[src/hw/clock_gen_regs.svh]
// register offsets, field positions, reset values and timing counts
`ifndef CLOCK_GEN_REGS_SVH
`define CLOCK_GEN_REGS_SVH
`define CG_SC_OFFSET 12'h000
`define CG_CTL_OFFSET 12'h004
`define CG_IRQ_STAT_OFFSET 12'h008
`define CG_IRQ_MASK_OFFSET 12'h00c
`define CG_SC_LOSS_OF_LOCK_STICKY_BIT 7
`define CG_SC_FINE_TRIM_BIT 0
`define CG_CTL_LOOP_BIT 0
`define CG_CTL_REF_BIT 1
`define CG_CTL_CLOCK_SOURCE_SELECT_LSB 2
`define CG_CTL_REFERENCE_DIVIDER_LSB 4
`define CG_CTL_VCO_MULTIPLIER_SELECT_LSB 7
`define CG_CTL_TRIM_LSB 11
`define CG_CTL_LOCK_LOSS_IRQ_ENABLE_BIT 19
`define CG_CTL_OSCREQ_BIT 20
`define CG_CTL_EXTEN_BIT 21
`define CG_CTL_LP_BIT 22
`define CG_CTL_WIDTH 23
`define CG_CTL_RESET 23'h000002
`define CG_IRQ_WIDTH 3
`define CG_IRQ_LOCKED_BIT 0
`define CG_IRQ_OSC_BIT 1
`define CG_IRQ_LOST_BIT 2
`define CG_LOCK_SETTLE_CYCLES 16
`define CG_SYNC_WIDTH 9
`endif

[src/hw/clock_gen_pkg.sv]
// types shared by the clock generator status and control logic
package clock_gen_pkg;
  typedef enum logic [1:0] {
    LOCK_IDLE = 2'b00,
    LOCK_SETTLE = 2'b01,
    LOCK_HELD = 2'b11
  } lock_state_t;
  typedef enum logic [1:0] {
    MODE_FLL = 2'b00,
    MODE_INT_REF = 2'b01,
    MODE_EXT_REF = 2'b10,
    MODE_PLL = 2'b11
  } clock_mode_t;
endpackage : clock_gen_pkg

[src/hw/clock_gen_status_control.sv]
// clock generator status and control register logic with apb slave
// Behaviour
// - set sticky loss-of-lock when locked loop drifts
// - write one clears sticky flag, zero ignored
// - loss-of-lock request gated by its enable
// - lock bit shows lock; off with both loops
// - config change while locked clears lock
// - stop entry clears lock until reacquired
// - bypassed low-power modes hold lock cleared
// - loop status follows select after synchronization
// - reference status follows select after synchronization
// - clock mode field encodes selected output
// - clock mode changes only after synchronization
// - oscillator ready set after initialization cycles
// - oscillator ready clears on request removal
// - fine trim bit drives smallest period step
// - irq enable acts only while flag set
`timescale 1ns/1ps
`include "clock_gen_regs.svh"
module clock_gen_status_control #(
  parameter int LOCK_SETTLE_CYCLES = `CG_LOCK_SETTLE_CYCLES
) (
  // clock and reset
  input wire logic pclk,
  input wire logic presetn,
  // apb slave
  input wire logic psel,
  input wire logic penable,
  input wire logic pwrite,
  input wire logic [11:0] paddr,
  input wire logic [31:0] pwdata,
  output logic [31:0] prdata,
  output logic pready,
  output logic pslverr,
  // status from loop, oscillator and clock-switch domains
  input wire logic loop_in_tolerance,
  input wire logic osc_init_done,
  input wire logic fll_enabled,
  input wire logic pll_enabled,
  input wire logic stop_active,
  input wire logic loop_select_ack,
  input wire logic ref_source_ack,
  input wire logic [1:0] clock_mode_ack,
  // control to the clock generator
  output logic loop_select,
  output logic ref_source_select,
  output logic [1:0] clock_source_select,
  output logic [2:0] reference_divider,
  output logic [3:0] vco_multiplier_select,
  output logic [7:0] coarse_trim,
  output logic fine_trim,
  output logic oscillator_request,
  output logic external_reference_enable,
  output logic low_power_select,
  output logic lock_loss_irq_enable,
  // interrupt
  output logic irq
);

  // ----------------------------------------------------------------
  // synchronisers
  // ----------------------------------------------------------------
  logic [`CG_SYNC_WIDTH-1:0] sync_in;
  logic [`CG_SYNC_WIDTH-1:0] sync_meta;
  logic [`CG_SYNC_WIDTH-1:0] sync_out;
  assign sync_in = {clock_mode_ack, ref_source_ack, loop_select_ack, stop_active,
                    pll_enabled, fll_enabled, osc_init_done, loop_in_tolerance};

  always_ff @(posedge pclk or negedge presetn)
  begin
    if (!presetn)
    begin
      sync_meta <= '0;
      sync_out <= '0;
    end
    else
    begin
      sync_meta <= sync_in;
      sync_out <= sync_meta;
    end
  end

  wire tol_s = sync_out[0];
  wire osc_done_s = sync_out[1];
  wire fll_on_s = sync_out[2];
  wire pll_on_s = sync_out[3];
  wire stop_s = sync_out[4];

  // ----------------------------------------------------------------
  // apb decode
  // ----------------------------------------------------------------
  logic [`CG_CTL_WIDTH-1:0] ctl;
  logic [`CG_IRQ_WIDTH-1:0] irq_stat;
  logic [`CG_IRQ_WIDTH-1:0] irq_mask;
  logic loss_of_lock_sticky;
  logic osc_ready;
  logic stop_d;
  logic [31:0] next_prdata;

  wire sel_sc = paddr == `CG_SC_OFFSET;
  wire sel_ctl = paddr == `CG_CTL_OFFSET;
  wire sel_stat = paddr == `CG_IRQ_STAT_OFFSET;
  wire sel_mask = paddr == `CG_IRQ_MASK_OFFSET;
  wire mapped = sel_sc | sel_ctl | sel_stat | sel_mask;
  wire setup = psel & !penable;
  wire access = psel & penable;
  wire wr = access & pwrite & mapped;
  wire rd_stat = access & !pwrite & sel_stat;
  wire wr_sc = wr & sel_sc;
  wire wr_ctl = wr & sel_ctl;
  wire [`CG_CTL_WIDTH-1:0] wctl = pwdata[`CG_CTL_WIDTH-1:0];

  // zero wait states: data was captured in setup, answer in access
  assign pready = 1'b1;
  assign pslverr = access & !mapped;

  // ----------------------------------------------------------------
  // control fields
  // ----------------------------------------------------------------
  assign loop_select = ctl[`CG_CTL_LOOP_BIT];
  assign ref_source_select = ctl[`CG_CTL_REF_BIT];
  assign clock_source_select = ctl[`CG_CTL_CLOCK_SOURCE_SELECT_LSB +: 2];
  assign reference_divider = ctl[`CG_CTL_REFERENCE_DIVIDER_LSB +: 3];
  assign vco_multiplier_select = ctl[`CG_CTL_VCO_MULTIPLIER_SELECT_LSB +: 4];
  assign coarse_trim = ctl[`CG_CTL_TRIM_LSB +: 8];
  assign lock_loss_irq_enable = ctl[`CG_CTL_LOCK_LOSS_IRQ_ENABLE_BIT];
  assign oscillator_request = ctl[`CG_CTL_OSCREQ_BIT];
  assign external_reference_enable = ctl[`CG_CTL_EXTEN_BIT];
  assign low_power_select = ctl[`CG_CTL_LP_BIT];

  always_ff @(posedge pclk or negedge presetn)
  begin
    if (!presetn)
      ctl <= `CG_CTL_RESET;
    else if (wr_ctl)
      ctl <= wctl;
  end

  // ----------------------------------------------------------------
  // synchronised status
  // ----------------------------------------------------------------
  // these follow the clock-switch acknowledge, never the write itself
  wire loop_select_status = sync_out[5];
  wire ref_source_status = sync_out[6];
  wire [1:0] clock_mode_status = sync_out[8:7];

  wire int_fll = ref_source_status & !loop_select_status;
  wire bypass_mode = clock_mode_status == clock_gen_pkg::MODE_INT_REF ||
                     clock_mode_status == clock_gen_pkg::MODE_EXT_REF;
  wire bypass_lp = bypass_mode & low_power_select;
  wire ext_mode = !ref_source_status;
  wire detect_on = fll_on_s | pll_on_s;

  // ----------------------------------------------------------------
  // lock tracking
  // ----------------------------------------------------------------
  clock_gen_pkg::lock_state_t lock_state;
  clock_gen_pkg::lock_state_t next_lock_state;
  logic [15:0] settle_cnt;

  wire cfg_change = wr_ctl & (
      (wctl[`CG_CTL_REF_BIT] != ctl[`CG_CTL_REF_BIT]) |
      (wctl[`CG_CTL_LOOP_BIT] != ctl[`CG_CTL_LOOP_BIT]) |
      (wctl[`CG_CTL_REFERENCE_DIVIDER_LSB +: 3] != ctl[`CG_CTL_REFERENCE_DIVIDER_LSB +: 3]) |
      (int_fll & (wctl[`CG_CTL_TRIM_LSB +: 8] != ctl[`CG_CTL_TRIM_LSB +: 8])) |
      (loop_select_status & ext_mode &
       (wctl[`CG_CTL_VCO_MULTIPLIER_SELECT_LSB +: 4] != ctl[`CG_CTL_VCO_MULTIPLIER_SELECT_LSB +: 4])));
  wire stop_rise = stop_s & !stop_d;
  wire disturb = cfg_change | stop_rise | stop_s | bypass_lp | !detect_on;
  wire lock = lock_state == clock_gen_pkg::LOCK_HELD;
  wire lock_lost = lock & !tol_s & !disturb;
  wire settle_done = settle_cnt == 16'(LOCK_SETTLE_CYCLES - 1);

  always_comb
  begin
    next_lock_state = lock_state;
    if (disturb)
      next_lock_state = clock_gen_pkg::LOCK_IDLE;
    else
    begin
      case (lock_state)
        clock_gen_pkg::LOCK_IDLE:
          if (tol_s)
            next_lock_state = clock_gen_pkg::LOCK_SETTLE;
        clock_gen_pkg::LOCK_SETTLE:
          if (!tol_s)
            next_lock_state = clock_gen_pkg::LOCK_IDLE;
          else if (settle_done)
            next_lock_state = clock_gen_pkg::LOCK_HELD;
        clock_gen_pkg::LOCK_HELD:
          if (!tol_s)
            next_lock_state = clock_gen_pkg::LOCK_IDLE;
        default:
          next_lock_state = clock_gen_pkg::LOCK_IDLE;
      endcase
    end
  end

  always_ff @(posedge pclk or negedge presetn)
  begin
    if (!presetn)
    begin
      lock_state <= clock_gen_pkg::LOCK_IDLE;
      settle_cnt <= 16'h0000;
      stop_d <= 1'b0;
    end
    else
    begin
      lock_state <= next_lock_state;
      settle_cnt <= (lock_state == clock_gen_pkg::LOCK_SETTLE) ? settle_cnt + 16'h0001 : 16'h0000;
      stop_d <= stop_s;
    end
  end

  // ----------------------------------------------------------------
  // status and control register
  // ----------------------------------------------------------------
  // a new loss in the same cycle as the clearing write keeps the flag
  always_ff @(posedge pclk or negedge presetn)
  begin
    if (!presetn)
      loss_of_lock_sticky <= 1'b0;
    else if (lock_lost)
      loss_of_lock_sticky <= 1'b1;
    else if (wr_sc & pwdata[`CG_SC_LOSS_OF_LOCK_STICKY_BIT])
      loss_of_lock_sticky <= 1'b0;
  end

  // only the fine trim bit is writable here; bits 6..1 are hardware state
  always_ff @(posedge pclk or negedge presetn)
  begin
    if (!presetn)
      fine_trim <= 1'b0;
    else if (wr_sc)
      fine_trim <= pwdata[`CG_SC_FINE_TRIM_BIT];
  end

  wire osc_set = (external_reference_enable | ext_mode) & oscillator_request & osc_done_s;
  wire osc_clr = !oscillator_request | (!ext_mode & !external_reference_enable);

  always_ff @(posedge pclk or negedge presetn)
  begin
    if (!presetn)
      osc_ready <= 1'b0;
    else if (osc_clr)
      osc_ready <= 1'b0;
    else if (osc_set)
      osc_ready <= 1'b1;
  end

  wire [7:0] sc_value = {loss_of_lock_sticky, lock, loop_select_status, ref_source_status,
                         clock_mode_status, osc_ready, fine_trim};

  // ----------------------------------------------------------------
  // interrupts
  // ----------------------------------------------------------------
  logic [`CG_IRQ_WIDTH-1:0] irq_set;
  logic [`CG_IRQ_WIDTH-1:0] irq_clr;
  logic osc_ready_d;

  assign irq_set = {lock_lost, osc_ready & !osc_ready_d,
                    next_lock_state == clock_gen_pkg::LOCK_HELD && !lock};
  // read clears only what was captured, so a fresh event survives
  assign irq_clr = rd_stat ? prdata[`CG_IRQ_WIDTH-1:0] : '0;
  wire lol_request = loss_of_lock_sticky & lock_loss_irq_enable;
  assign irq = lol_request | (|(irq_stat & irq_mask));

  always_ff @(posedge pclk or negedge presetn)
  begin
    if (!presetn)
    begin
      irq_stat <= '0;
      irq_mask <= '0;
      osc_ready_d <= 1'b0;
    end
    else
    begin
      irq_stat <= (irq_stat & ~irq_clr) | irq_set;
      osc_ready_d <= osc_ready;
      if (wr & sel_mask)
        irq_mask <= pwdata[`CG_IRQ_WIDTH-1:0];
    end
  end

  // ----------------------------------------------------------------
  // read data
  // ----------------------------------------------------------------
  always_comb
  begin
    next_prdata = 32'h00000000;
    if (sel_sc)
      next_prdata[7:0] = sc_value;
    else if (sel_ctl)
      next_prdata[`CG_CTL_WIDTH-1:0] = ctl;
    else if (sel_stat)
      next_prdata[`CG_IRQ_WIDTH-1:0] = irq_stat;
    else if (sel_mask)
      next_prdata[`CG_IRQ_WIDTH-1:0] = irq_mask;
  end

  always_ff @(posedge pclk or negedge presetn)
  begin
    if (!presetn)
      prdata <= 32'h00000000;
    else if (setup)
      prdata <= next_prdata;
  end

  // ----------------------------------------------------------------
  // assertions
  // ----------------------------------------------------------------
  property p_lol_set;
    @(posedge pclk) disable iff (!presetn)
    lock & !tol_s & !disturb |=> loss_of_lock_sticky & !lock;
  endproperty
  a_lol_set: assert property (p_lol_set) else $error("loss of lock not flagged");
  property p_lol_w1c;
    @(posedge pclk) disable iff (!presetn)
    wr_sc & pwdata[7] & !lock_lost |=> !loss_of_lock_sticky;
  endproperty
  a_lol_w1c: assert property (p_lol_w1c) else $error("write one did not clear flag");
  property p_lol_w0;
    @(posedge pclk) disable iff (!presetn)
    wr_sc & !pwdata[7] & loss_of_lock_sticky |=> loss_of_lock_sticky;
  endproperty
  a_lol_w0: assert property (p_lol_w0) else $error("write zero changed flag");
  property p_irq_lol;
    @(posedge pclk) disable iff (!presetn)
    loss_of_lock_sticky & lock_loss_irq_enable |-> irq;
  endproperty
  a_irq_lol: assert property (p_irq_lol) else $error("enabled loss of lock gave no irq");
  property p_detect_off;
    @(posedge pclk) disable iff (!presetn)
    !fll_on_s & !pll_on_s |=> !sc_value[6];
  endproperty
  a_detect_off: assert property (p_detect_off) else $error("lock with both loops off");
  property p_cfg_clear;
    @(posedge pclk) disable iff (!presetn)
    cfg_change |=> !lock ##1 !lock;
  endproperty
  a_cfg_clear: assert property (p_cfg_clear) else $error("config change kept lock");
  property p_stop_clear;
    @(posedge pclk) disable iff (!presetn)
    stop_rise |=> !lock;
  endproperty
  a_stop_clear: assert property (p_stop_clear) else $error("stop entry kept lock");
  property p_bypass_hold;
    @(posedge pclk) disable iff (!presetn)
    bypass_lp [*2] |-> !lock;
  endproperty
  a_bypass_hold: assert property (p_bypass_hold) else $error("lock in low-power bypass");
  property p_loop_sync;
    @(posedge pclk) disable iff (!presetn)
    ##2 sc_value[5] == $past(loop_select_ack, 2);
  endproperty
  a_loop_sync: assert property (p_loop_sync) else $error("loop status not two-stage synced");
  property p_mode_sync;
    @(posedge pclk) disable iff (!presetn)
    ##2 sc_value[3:2] == $past(clock_mode_ack, 2);
  endproperty
  a_mode_sync: assert property (p_mode_sync) else $error("clock mode status mismatch");
  property p_osc_clear;
    @(posedge pclk) disable iff (!presetn)
    !oscillator_request |=> !osc_ready;
  endproperty
  a_osc_clear: assert property (p_osc_clear) else $error("osc ready without request");
endmodule : clock_gen_status_control

[config.mk]
export PLATFORM = sky130hd
export DESIGN_NAME = clock_gen_status_control
export DESIGN_NICKNAME = d
export VERILOG_FILES = /design/src/hw/clock_gen_pkg.sv /design/src/hw/clock_gen_status_control.sv
export VERILOG_INCLUDE_DIRS = /design/src /design/src/hw
export SDC_FILE = /design/constraint.sdc
export NUM_CORES = 1
export LEC_CHECK = 0
export BUFFER_PORTS_ARGS = -buffer_cell sky130_fd_sc_hd__buf_2
export CAP_MARGIN = 15
export CORE_ASPECT_RATIO = 0.6
export CORE_UTILIZATION = 41
export DETAILED_ROUTE_END_ITERATION = 10
export GPL_ROUTABILITY_DRIVEN = 0
export PLACE_DENSITY = 0.66
export SLEW_MARGIN = 20
export SYNTH_ARGS = -nofsm -noshare
export SYNTH_HDL_FRONTEND = slang
export SYNTH_SLANG_ARGS = --single-unit
[constraint.sdc]
create_clock -name pclk -period 2.9 [get_ports pclk]
set_clock_uncertainty 0.05 [all_clocks]
set_input_delay 0.58 -clock pclk [delete_from_list [all_inputs] [get_ports pclk]]
set_output_delay 0.58 -clock pclk [all_outputs]
set_load 0.05 [all_outputs]
Word level (Yosys, flattened, before mapping):

Index checks and enable logic that the tools add are counted.

* word-level logic and storage cells: 110
* register bits after elaboration: 93
* bits of input ports: 58
* output and inout port bits: 59

* mux-type cells: 18
* bitwise gates (word level): 44
* reduce and logical (&&, ||, !) cells: 20
* $add $sub $neg: 1
* equal/unequal tests: 14

Operators by type and width (number)
* 1-bit AND: 25
* 12-bit by 4-bit == test with 1-bit output, second input constant: 2
* 20-bit 2-to-1 mux: 1
* 16-bit by 1-bit adder with 16-bit output, second input constant: 1
* 16-bit by 4-bit == test with 1-bit output, second input constant: 1
* 16-bit 2-to-1 mux: 1
* 15-bit 2-to-1 mux: 1
* 1-bit bitwise OR: 15
* 1-bit logical NOT: 13
* 12-bit by 3-bit == test with 1-bit output, second input constant: 1
* 12-bit logical NOT: 1
* 3-bit 2-to-1 mux: 4
* 2-bit 2-to-1 mux: 5
* 8-bit 2-to-1 mux: 1
* 8-bit inequality test: 1
* 3-bit AND: 2
* 2-bit == test, second input constant: 3
* 2-bit case mux with 3 select lines: 1
* 2-bit by 1-bit == test with 1-bit output, second input constant: 2
* 1-bit 2-to-1 mux: 4
* 4-bit inequality test: 1
* 2-bit nonzero test: 2
* 3-bit inequality test: 1
* 3-bit NOT: 1
* 6 further kinds: 7

Logic depth before layout (Yosys ltp):

Gate-level depths: netlist of the first run.

* depth in word-level cells: 15
* gate-level depth with buffers: 6
* gate-level depth less buffers: 5

Least setup slack after synthesis of the first run:

OpenSTA, ideal clock, no wires.

* path kind: input to output
* start point: input paddr[7]
* end point: output pslverr
* arrival: 1.968 ns
* cell stages on the path: 3
* data required time: 2.270 ns
* path buffers: 0
* slack: 0.302 ns
* cell sequence: or4_4 nor4_1 nor2_1

* longest elaborated chain between the ends: 6
* elaborated cells on any way between the ends: 9
* classes of those cells: eq/ne (3); bitwise (4); reduce/logical (2)

Ends and longest elaborated chain
* start, declared: line clock_gen_status_control.sv:30 `input wire logic [11:0] paddr,`
* 12-bit by 3-bit == test with 1-bit output (no source line) / 12-bit logical NOT (equally long branches)
* 1-bit bitwise OR (2 in series): line clock_gen_status_control.sv:104 `wire mapped = sel_sc | sel_ctl | sel_stat | sel_mask;`
* 1-bit bitwise OR *: line clock_gen_status_control.sv:104
* 1-bit logical NOT *: line clock_gen_status_control.sv:115 `assign pslverr = access & !mapped;`
* 1-bit AND *: line clock_gen_status_control.sv:115
* end, declared: line clock_gen_status_control.sv:34 `output logic pslverr,`

Mark *: on every way between the ends. The rest lies on a longest branch, timed or not.

Final worst setup path of the first run:

Same ends and word-level chain as after synthesis.

==> results of run 1 <==
-- routing by layer --
layer  up-vias  GRT usage (%)
met5         -              0
met4         0          6.706
met3         9          6.759
met2        93          24.40
met1      1317          28.00
li1       1276              -
-- final cells by class --
class	count	area share, %
Tap cell	130	3.344
Multi-Input combinational cell	194	30.27
Inverter	9	0.6944
Clock buffer	10	4.913
Timing Repair Buffer	104	11.63
Clock inverter	6	1.800
Sequential cell	92	47.35
-- power groups by stage --
stage,clock network (mW),logic (mW),registers [mW]
final,1.25,0.154,1.31
after global routing,1.34,0.170,1.31
after CTS,1.28,0.157,1.31
after detailed placement,0,0.156,1.33
after global placement,0,0.154,1.33
after floorplan,0,0.0799,1.33
-- cells in the final DEF (no fill, tap or decap), types with 9 or more instances in the layout --
cell type and instances:
sky130_fd_sc_hd__nand2_1 20, sky130_fd_sc_hd__nor2_1 19, sky130_fd_sc_hd__dfrtp_1 91, sky130_fd_sc_hd__conb_1 10, sky130_fd_sc_hd__xor2_1 14, sky130_fd_sc_hd__inv_1 9
sky130_fd_sc_hd__buf_2 96, sky130_fd_sc_hd__a22o_1 16, sky130_fd_sc_hd__clkbuf_16 9, sky130_fd_sc_hd__xnor2_1 18, sky130_fd_sc_hd__o21ai_0 10, sky130_fd_sc_hd__nand3_1 9
sky130_fd_sc_hd__mux2_2 27
-- flip-flops by register name (all words and copies together) (netlist names) --
register / cells
settle_cnt: 16
irq_mask: 3
sync_out: 9
ctl: 23
fine_trim: 1
sync_meta: 9
lock_state: 2
osc_ready_d: 1
osc_ready: 1
prdata: 23
irq_stat: 3
loss_of_lock_sticky: 1
-- kinds of logic after synthesis --
family | count (synthesis) | synth area share, %
buf+inv | 28 | 3.924
compound gates | 39 | 7.687
other cells | 2 | 0.1931
simple gates | 78 | 10.87
mux | 34 | 10.58
xor+xnor | 32 | 7.205
flops | 92 | 59.22
fa+ha+maj | 1 | 0.3216
-- path summary, 6_finish.rpt --
path / start / end / slack, ns / cells past startpoint
max reg2reg: ctl[0] / lock_state[1] / 0.92 / 5
min: presetn / settle_cnt[5] / 0.22 / 1
min in group pclk: ref_source_ack / sync_meta[6] / 0.29 / 1
max: paddr[7] / pslverr / 0.35 / 5
max in group asynchronous: presetn / prdata[17] / 1.96 / 2
min reg2reg: sync_meta[2] / sync_out[2] / 0.30 / 0
-- per-stage QoR --
| step | total power, mW | cells | utilization (%) | worst slack, ns |
|---|---|---|---|---|
| 6_report | 2.713 | 545 | 52.94 | 0.3511 |
| 5_1_grt | 2.820 | 545 | 52.94 | 0.2386 |
| 4_1_cts | 2.746 | 545 | 52.94 | 0.3348 |
| 3_5_place_dp | 1.485 | 529 | 49.39 | 0.2162 |
| 3_3_place_gp | 1.483 | 529 | 49.39 | 0.2487 |
| 2_1_floorplan | 1.409 | 314 | - | 0.3019 |
==> results by group, run 1 <==
GRT
  • Global-route wire length before repair: 13.76 mm
  • Remaining global-route overflow: 0
  • Vias in the first global route: 2606
  • GRT Total Usage: 18.71%
  • Maximum number of pins on one net before global-route repair: 50
  • Initial antenna violation count: 0

Worst setup path
  • Most Frequent Cell on Critical Path: sky130_fd_sc_hd__buf_2
  • CP bufs+invs: 2
  • Slowest cell on crit path: sky130_fd_sc_hd__or4_4
  • Worst Path Max Fanout: 3
  • Slowest stage delay, CP: 0.56 ns
  • Endpoint required time on the critical path: 2.27 ns
  • Cell family contributing the most delay on the critical path: simple AND/OR/NAND/NOR gates
  • CP Cell Sequence: buf_2 > or4_4 > nor4_1 > nor2_1 > buf_2
  • Classification of the worst setup path: primary input to output pin
  • Nature of the critical path startpoint: primary input
  • Worst Path Arrival: 1.92 ns
  • Kind of end point of the critical path: output pin

Power and ir drop
  • Combinational cell fraction of total power: 5.7%
  • Switching part of the total power: 21.78%
  • Sequential Power Share: 48.1%
  • Internal power: 2.122 mW
  • Worst VDD drop: 0.3179 mV
  • Net Sw Power: 0.5907 mW
  • PwrDens: 557.7 mW/mm^2
  • Clock power share: 46.2%
  • Cell leakage power: 2.443 nW

CTS
  • TritonCTS Sinks: 92
  • Hold-fix buffers at CTS: 0
  • TritonCTS clock tree: yes
  • Insertion delay to the later sink of the worst-skew pair: 0.34 ns
  • H-tree level count: 3
  • Clock Root Buffer: sky130_fd_sc_hd__clkbuf_16
  • Clock transition at path regs: 0.06 ns
  • Worst-case clock buffer depth: 2
  • Number of setup buffers added after CTS: 0
  • Inserted Clock Buffers: 9
  • Number of gates given a new drive strength after cts: 0

Floorplan
  • Area of the core: 0.009189 mm^2
  • Area of the die: 0.009894 mm^2
  • Site row count: 27
  • Number of placed I/O pins: 117
  • Initial cell density of the core: 42.33%
  • Height of the die: 77.45 um
  • Width of the chip: 127.8 um

Detailed routing
  • Violation count after the first detailed-route iteration: 154
  • Routed WL: 8.512 mm
  • Number of DRC violations after detailed routing: 0
  • Top routing layer in use: met4
  • Detailed Routing Iterations Pass 1: 4
  • WL per Instance: 15.62 um
  • Post-DR vias/cell: 4.945
  • Routed wire length on met3: 639 um
  • Routed length on met2: 3.453 mm
  • Remaining antenna violation count: 0
  • Wl on met1: 4.312 mm
  • Via count: 2695

STA
  • RSZ-0062 raised after global routing: no
  • Max-slew headroom: 57.57%
  • Share of the cycle needed by the critical path after routing: 87.89%
  • Crit path time final: 2.549 ns
  • Final setup fails: 0
  • Max frequency: 0.3923 GHz
  • Setup_tns: 0 ns
  • Hold Violations, Final: 0
  • Min Hold Slack: 0.2188 ns
  • Max-slew violations: 0
  • Measured slew at the worst slew-check pin: 0.6364 ns

Synthesis
  • Part of the Yosys area used for sequential elements: 59.22%
  • Synth top cells by count: sky130_fd_sc_hd__dfrtp_1 (91), sky130_fd_sc_hd__mux2_2 (27), sky130_fd_sc_hd__nand2_1 (20)
  • Mean Syn Cell Area: 12.71 um^2
  • Share of flip-flops with an asynchronous set or reset after synthesis: 100.0%
  • Number of distinct standard cells referenced by the synthesized netlist: 42
  • Number of flops mapped to enable cells by yosys: 0
  • Post-Synthesis Cells: 306
  • Commonest register cell after synthesis: sky130_fd_sc_hd__dfrtp_1
  • Netlist area before placement: 0.003890 mm^2
  • Most frequent cell after synthesis: sky130_fd_sc_hd__dfrtp_1
  • Main area contributors after synthesis: sky130_fd_sc_hd__dfrtp_1 (59%), sky130_fd_sc_hd__mux2_2 (7.8%), sky130_fd_sc_hd__xnor2_1 (4.1%)
  • Warnings from Yosys: 0
  • Library cell with the largest summed area after synthesis: sky130_fd_sc_hd__dfrtp_1
  • Flop and latch count out of synthesis: 92
  • Yosys top cell area share: 58.54%

Place
  • Count of port buffers added during placement: 97
  • Instance area at placement: 0.004538 mm^2
  • Post-DP HPWL: 6.136 mm

Cells and area
  • Number of inserted filler cells in the final layout: 807
  • Combined flip-flop and latch cell area: 0.002303 mm^2
  • Area occupied by multi-input gates: 0.001473 mm^2
  • Count of antenna diodes in the layout: 0
  • Net count reported at finish: 469
  • Final design area excluding fillers: 0.004865 mm^2
  • Synth-to-Final Area Change: 25.06%
  • Share of post-route cells with drive strength above 1: 38.07%

Run status
  • Status: complete, no violations

Job
  • Count of maximum capacitance violations: 0

Hold path
  • Type of the worst min-delay path: primary input to asynchronous set/reset pin
Note: power is estimated with default switching activity, not from simulation.
==> inputs of run 2 (changes only) <==
--- a/config.mk
+++ b/config.mk
@@ -13,6 +13,7 @@
 export DETAILED_ROUTE_END_ITERATION = 10
 export GPL_ROUTABILITY_DRIVEN = 0
 export PLACE_DENSITY = 0.66
+export SETUP_SLACK_MARGIN = 0.5
 export SLEW_MARGIN = 20
 export SYNTH_ARGS = -nofsm -noshare
 export SYNTH_HDL_FRONTEND = slang
==> run 2 against run 1 <==
Compared with the run above: sequential power hardly changed; clock power decreased by 8%; clock-buffer cell count up 2; utilization barely moved; worst setup slack gained 0.19 ns; wire length shrank 0.16%; total power fell by 3.7%; fmax up 8.1%; largest power group unchanged; highest routed layer unchanged.
==> results by group, run 2 (same netlist as run 1, synthesis figures left out) <==
Run status
  • Status: complete, no violations

CTS
  • Worst-case clock buffer depth: 2 (unchanged)
  • Insertion delay to the later sink of the worst-skew pair: 0.33 ns (about the same)
  • Hold-fix buffers at CTS: 0 (unchanged)
  • Clock Root Buffer: sky130_fd_sc_hd__clkbuf_16
  • Inserted Clock Buffers: 9 (unchanged)
  • Clock transition at path regs: 0.06 ns (about the same)
  • TritonCTS clock tree: yes
  • H-tree level count: 3 (unchanged)
  • TritonCTS Sinks: 92 (unchanged)

Cells and area
  • Number of inserted filler cells in the final layout: 844 (+4.6%)
  • Count of antenna diodes in the layout: 0 (unchanged)
  • Final design area excluding fillers: 0.004866 mm^2 (about the same)
  • Net count reported at finish: 469 (unchanged)
  • Biggest registers after layout: ctl (23), prdata (23), settle_cnt (16)
  • Share of post-route cells with drive strength above 1: 38.26% (+0.18 points)
  • Count of non-filler cells in the finished layout: 543 (-0.37%)
  • Most frequent standard cell in the layout excluding fill and tap cells: sky130_fd_sc_hd__buf_2
  • Synth-to-Final Area Change: 25.09% (about the same)
  • Most frequent cells in the layout: sky130_fd_sc_hd__buf_2 (94), sky130_fd_sc_hd__dfrtp_1 (91), sky130_fd_sc_hd__mux2_2 (27), sky130_fd_sc_hd__nand2_1 (20), sky130_fd_sc_hd__nor2_1 (19)
  • Share of the core filled with cells in the final layout: 52.95% (about the same)

GRT
  • Initial antenna violation count: 0 (unchanged)
  • Global-route wire length before repair: 13.76 mm (unchanged)
  • Met2 usage: 26.47% (+2.1 points)
  • Met1 Use GR: 26.81% (-1.2 points)
  • Remaining global-route overflow: 0 (unchanged)
  • Vias in the first global route: 2677 (+2.7%)
  • Most utilized layer in the global route result: met1
  • Met3 usage: 5.724% (-1.0 points)
  • GRT Total Usage: 18.69% (-0.025 points)
  • Maximum number of pins on one net before global-route repair: 52 (+4.0%)

Floorplan
  • Area of the die: 0.009894 mm^2 (unchanged)
  • Number of placed I/O pins: 117 (unchanged)
  • Area of the core: 0.009189 mm^2 (unchanged)
  • Site row count: 27 (unchanged)
  • Width of the chip: 127.8 um (unchanged)
  • Height of the die: 77.45 um (unchanged)
  • Initial cell density of the core: 42.33% (unchanged)

Detailed routing
  • Number of DRC violations after detailed routing: 0 (unchanged)
  • Violation count after the first detailed-route iteration: 136 (-12%)
  • WL per Instance: 15.65 um (+0.20%)
  • Post-DR vias/cell: 5.006 (+1.2%)
  • Routed WL: 8.498 mm (-0.16%)
  • Detailed Routing Iterations Pass 1: 4 (unchanged)
  • Via count: 2718 (+0.85%)
  • Remaining antenna violation count: 0 (unchanged)

Worst setup path
  • Most Frequent Cell on Critical Path: sky130_fd_sc_hd__buf_6
  • Endpoint required time on the critical path: 2.27 ns (about the same)
  • Worst Path Max Fanout: 3 (unchanged)
  • Slowest cell on crit path: sky130_fd_sc_hd__or4_4
  • CP Cell Sequence: buf_6 > or4_4 > nor4_4 > nor2_1 > buf_6
  • Worst Reg-to-Reg Cells: 5 (unchanged)
  • Nature of the critical path startpoint: primary input
  • Kind of end point of the critical path: output pin
  • Classification of the worst setup path: primary input to output pin
  • Worst Path Arrival: 1.73 ns (-0.19 ns)
  • Slowest stage delay, CP: 0.56 ns (about the same)

Power and ir drop
  • Net Sw Power: 0.5592 mW (-5.3%)
  • Clock power share: 44.0% (-2.2 points)
  • Combinational cell fraction of total power: 5.9% (+0.2 points)
  • Final total power: 2.611 mW (-3.7%)
  • Worst VDD drop: 0.2876 mV (-9.5%)
  • Cell leakage power: 2.444 nW (about the same)
  • Sequential Power Share: 50.0% (+1.9 points)
  • Internal power: 2.052 mW (-3.3%)
  • PwrDens: 536.6 mW/mm^2 (-3.8%)
  • Switching part of the total power: 21.42% (-0.36 points)

Hold path
  • Type of the worst min-delay path: primary input to asynchronous set/reset pin

STA
  • Max-slew violations: 0 (unchanged)
  • Max frequency: 0.4242 GHz (+8.1%)
  • Measured slew at the worst slew-check pin: 0.5327 ns (-0.1037 ns)
  • Min Hold Slack: 0.1773 ns (-0.04153 ns)
  • Share of the cycle needed by the critical path after routing: 81.30% (-6.6 points)
  • Setup_tns: 0 ns (unchanged)
  • Hold Violations, Final: 0 (unchanged)
  • Worst-case setup margin in the final layout: 0.5424 ns (+0.1914 ns)
  • Max-slew headroom: 64.49% (+6.9 points)
  • RSZ-0062 raised after global routing: yes
  • Final setup fails: 0 (unchanged)
  • Crit path time final: 2.358 ns (-0.1914 ns)

Place
  • Count of port buffers added during placement: 97 (unchanged)
  • Instance area at placement: 0.004538 mm^2 (unchanged)
  • Worst slack, placed: 0.2474 ns (+0.03127 ns)
  • Post-DP HPWL: 6.235 mm (+1.6%)
  • Cell count after placement: 527 (-0.38%)

Job
  • Count of maximum capacitance violations: 0 (unchanged)
[run 2: worst paths after layout]
| check | from | endpoint | slack (ns) |
|---|---|---|---|
| setup / recovery | paddr[8] | pslverr | 0.54 |
| hold / removal | presetn | settle_cnt[5] | 0.18 |
| setup reg to reg | ctl[0] | lock_state[1] | 0.93 |
| hold reg to reg | sync_meta[1] | sync_out[1] | 0.30 |
| max in group asynchronous | presetn | ctl[1] | 1.93 |
| min in group pclk | sync_meta[1] | sync_out[1] | 0.30 |
[run 2: layout make-up]
| type | instances | area, um^2 | area share [%] |
|---|---|---|---|
| Clock buffer | 12 | 256.5 | 5.271 |
| Clock inverter | 2 | 35.03 | 0.7200 |
| Timing Repair Buffer | 104 | 578.1 | 11.88 |
| Sequential cell | 92 | 2303 | 47.34 |
| Tap cell | 130 | 162.7 | 3.343 |
| Multi-Input combinational cell | 194 | 1496 | 30.75 |
| Inverter | 9 | 33.78 | 0.6943 |
[run 2: worst max-delay path, delay by kind of cell]
family	cells	cell delay, ns
buffers and inverters	2	0.25
AND/OR/NAND/NOR	3	0.90
[run 2: power groups by stage]
| stage | sequential, mW | combinational (mW) | clock [mW] |
|---|---|---|---|
| global placement | 1.33 | 0.152 | 0 |
| floorplan | 1.33 | 0.0812 | 0 |
| global route | 1.31 | 0.171 | 1.25 |
| CTS | 1.31 | 0.156 | 1.19 |
| detailed placement | 1.33 | 0.154 | 0 |
| finish | 1.31 | 0.155 | 1.15 |
[run 2: routing by layer]
metal | vias up | part of all wire (%)
li1 | 1274 | -
met1 | 1347 | 48
met2 | 89 | 44
met3 | 8 | 6.6
met4 | 0 | 1.2
met5 | - | 0
[run 2: what timing repair did]
item / CTS / global route
setup endpoints to repair: 1 / 1
pin swaps: 1 / 3
gates resized for setup: 2 / 2
hold endpoints to repair: 0 / 0
setup buffers: 1 / 1
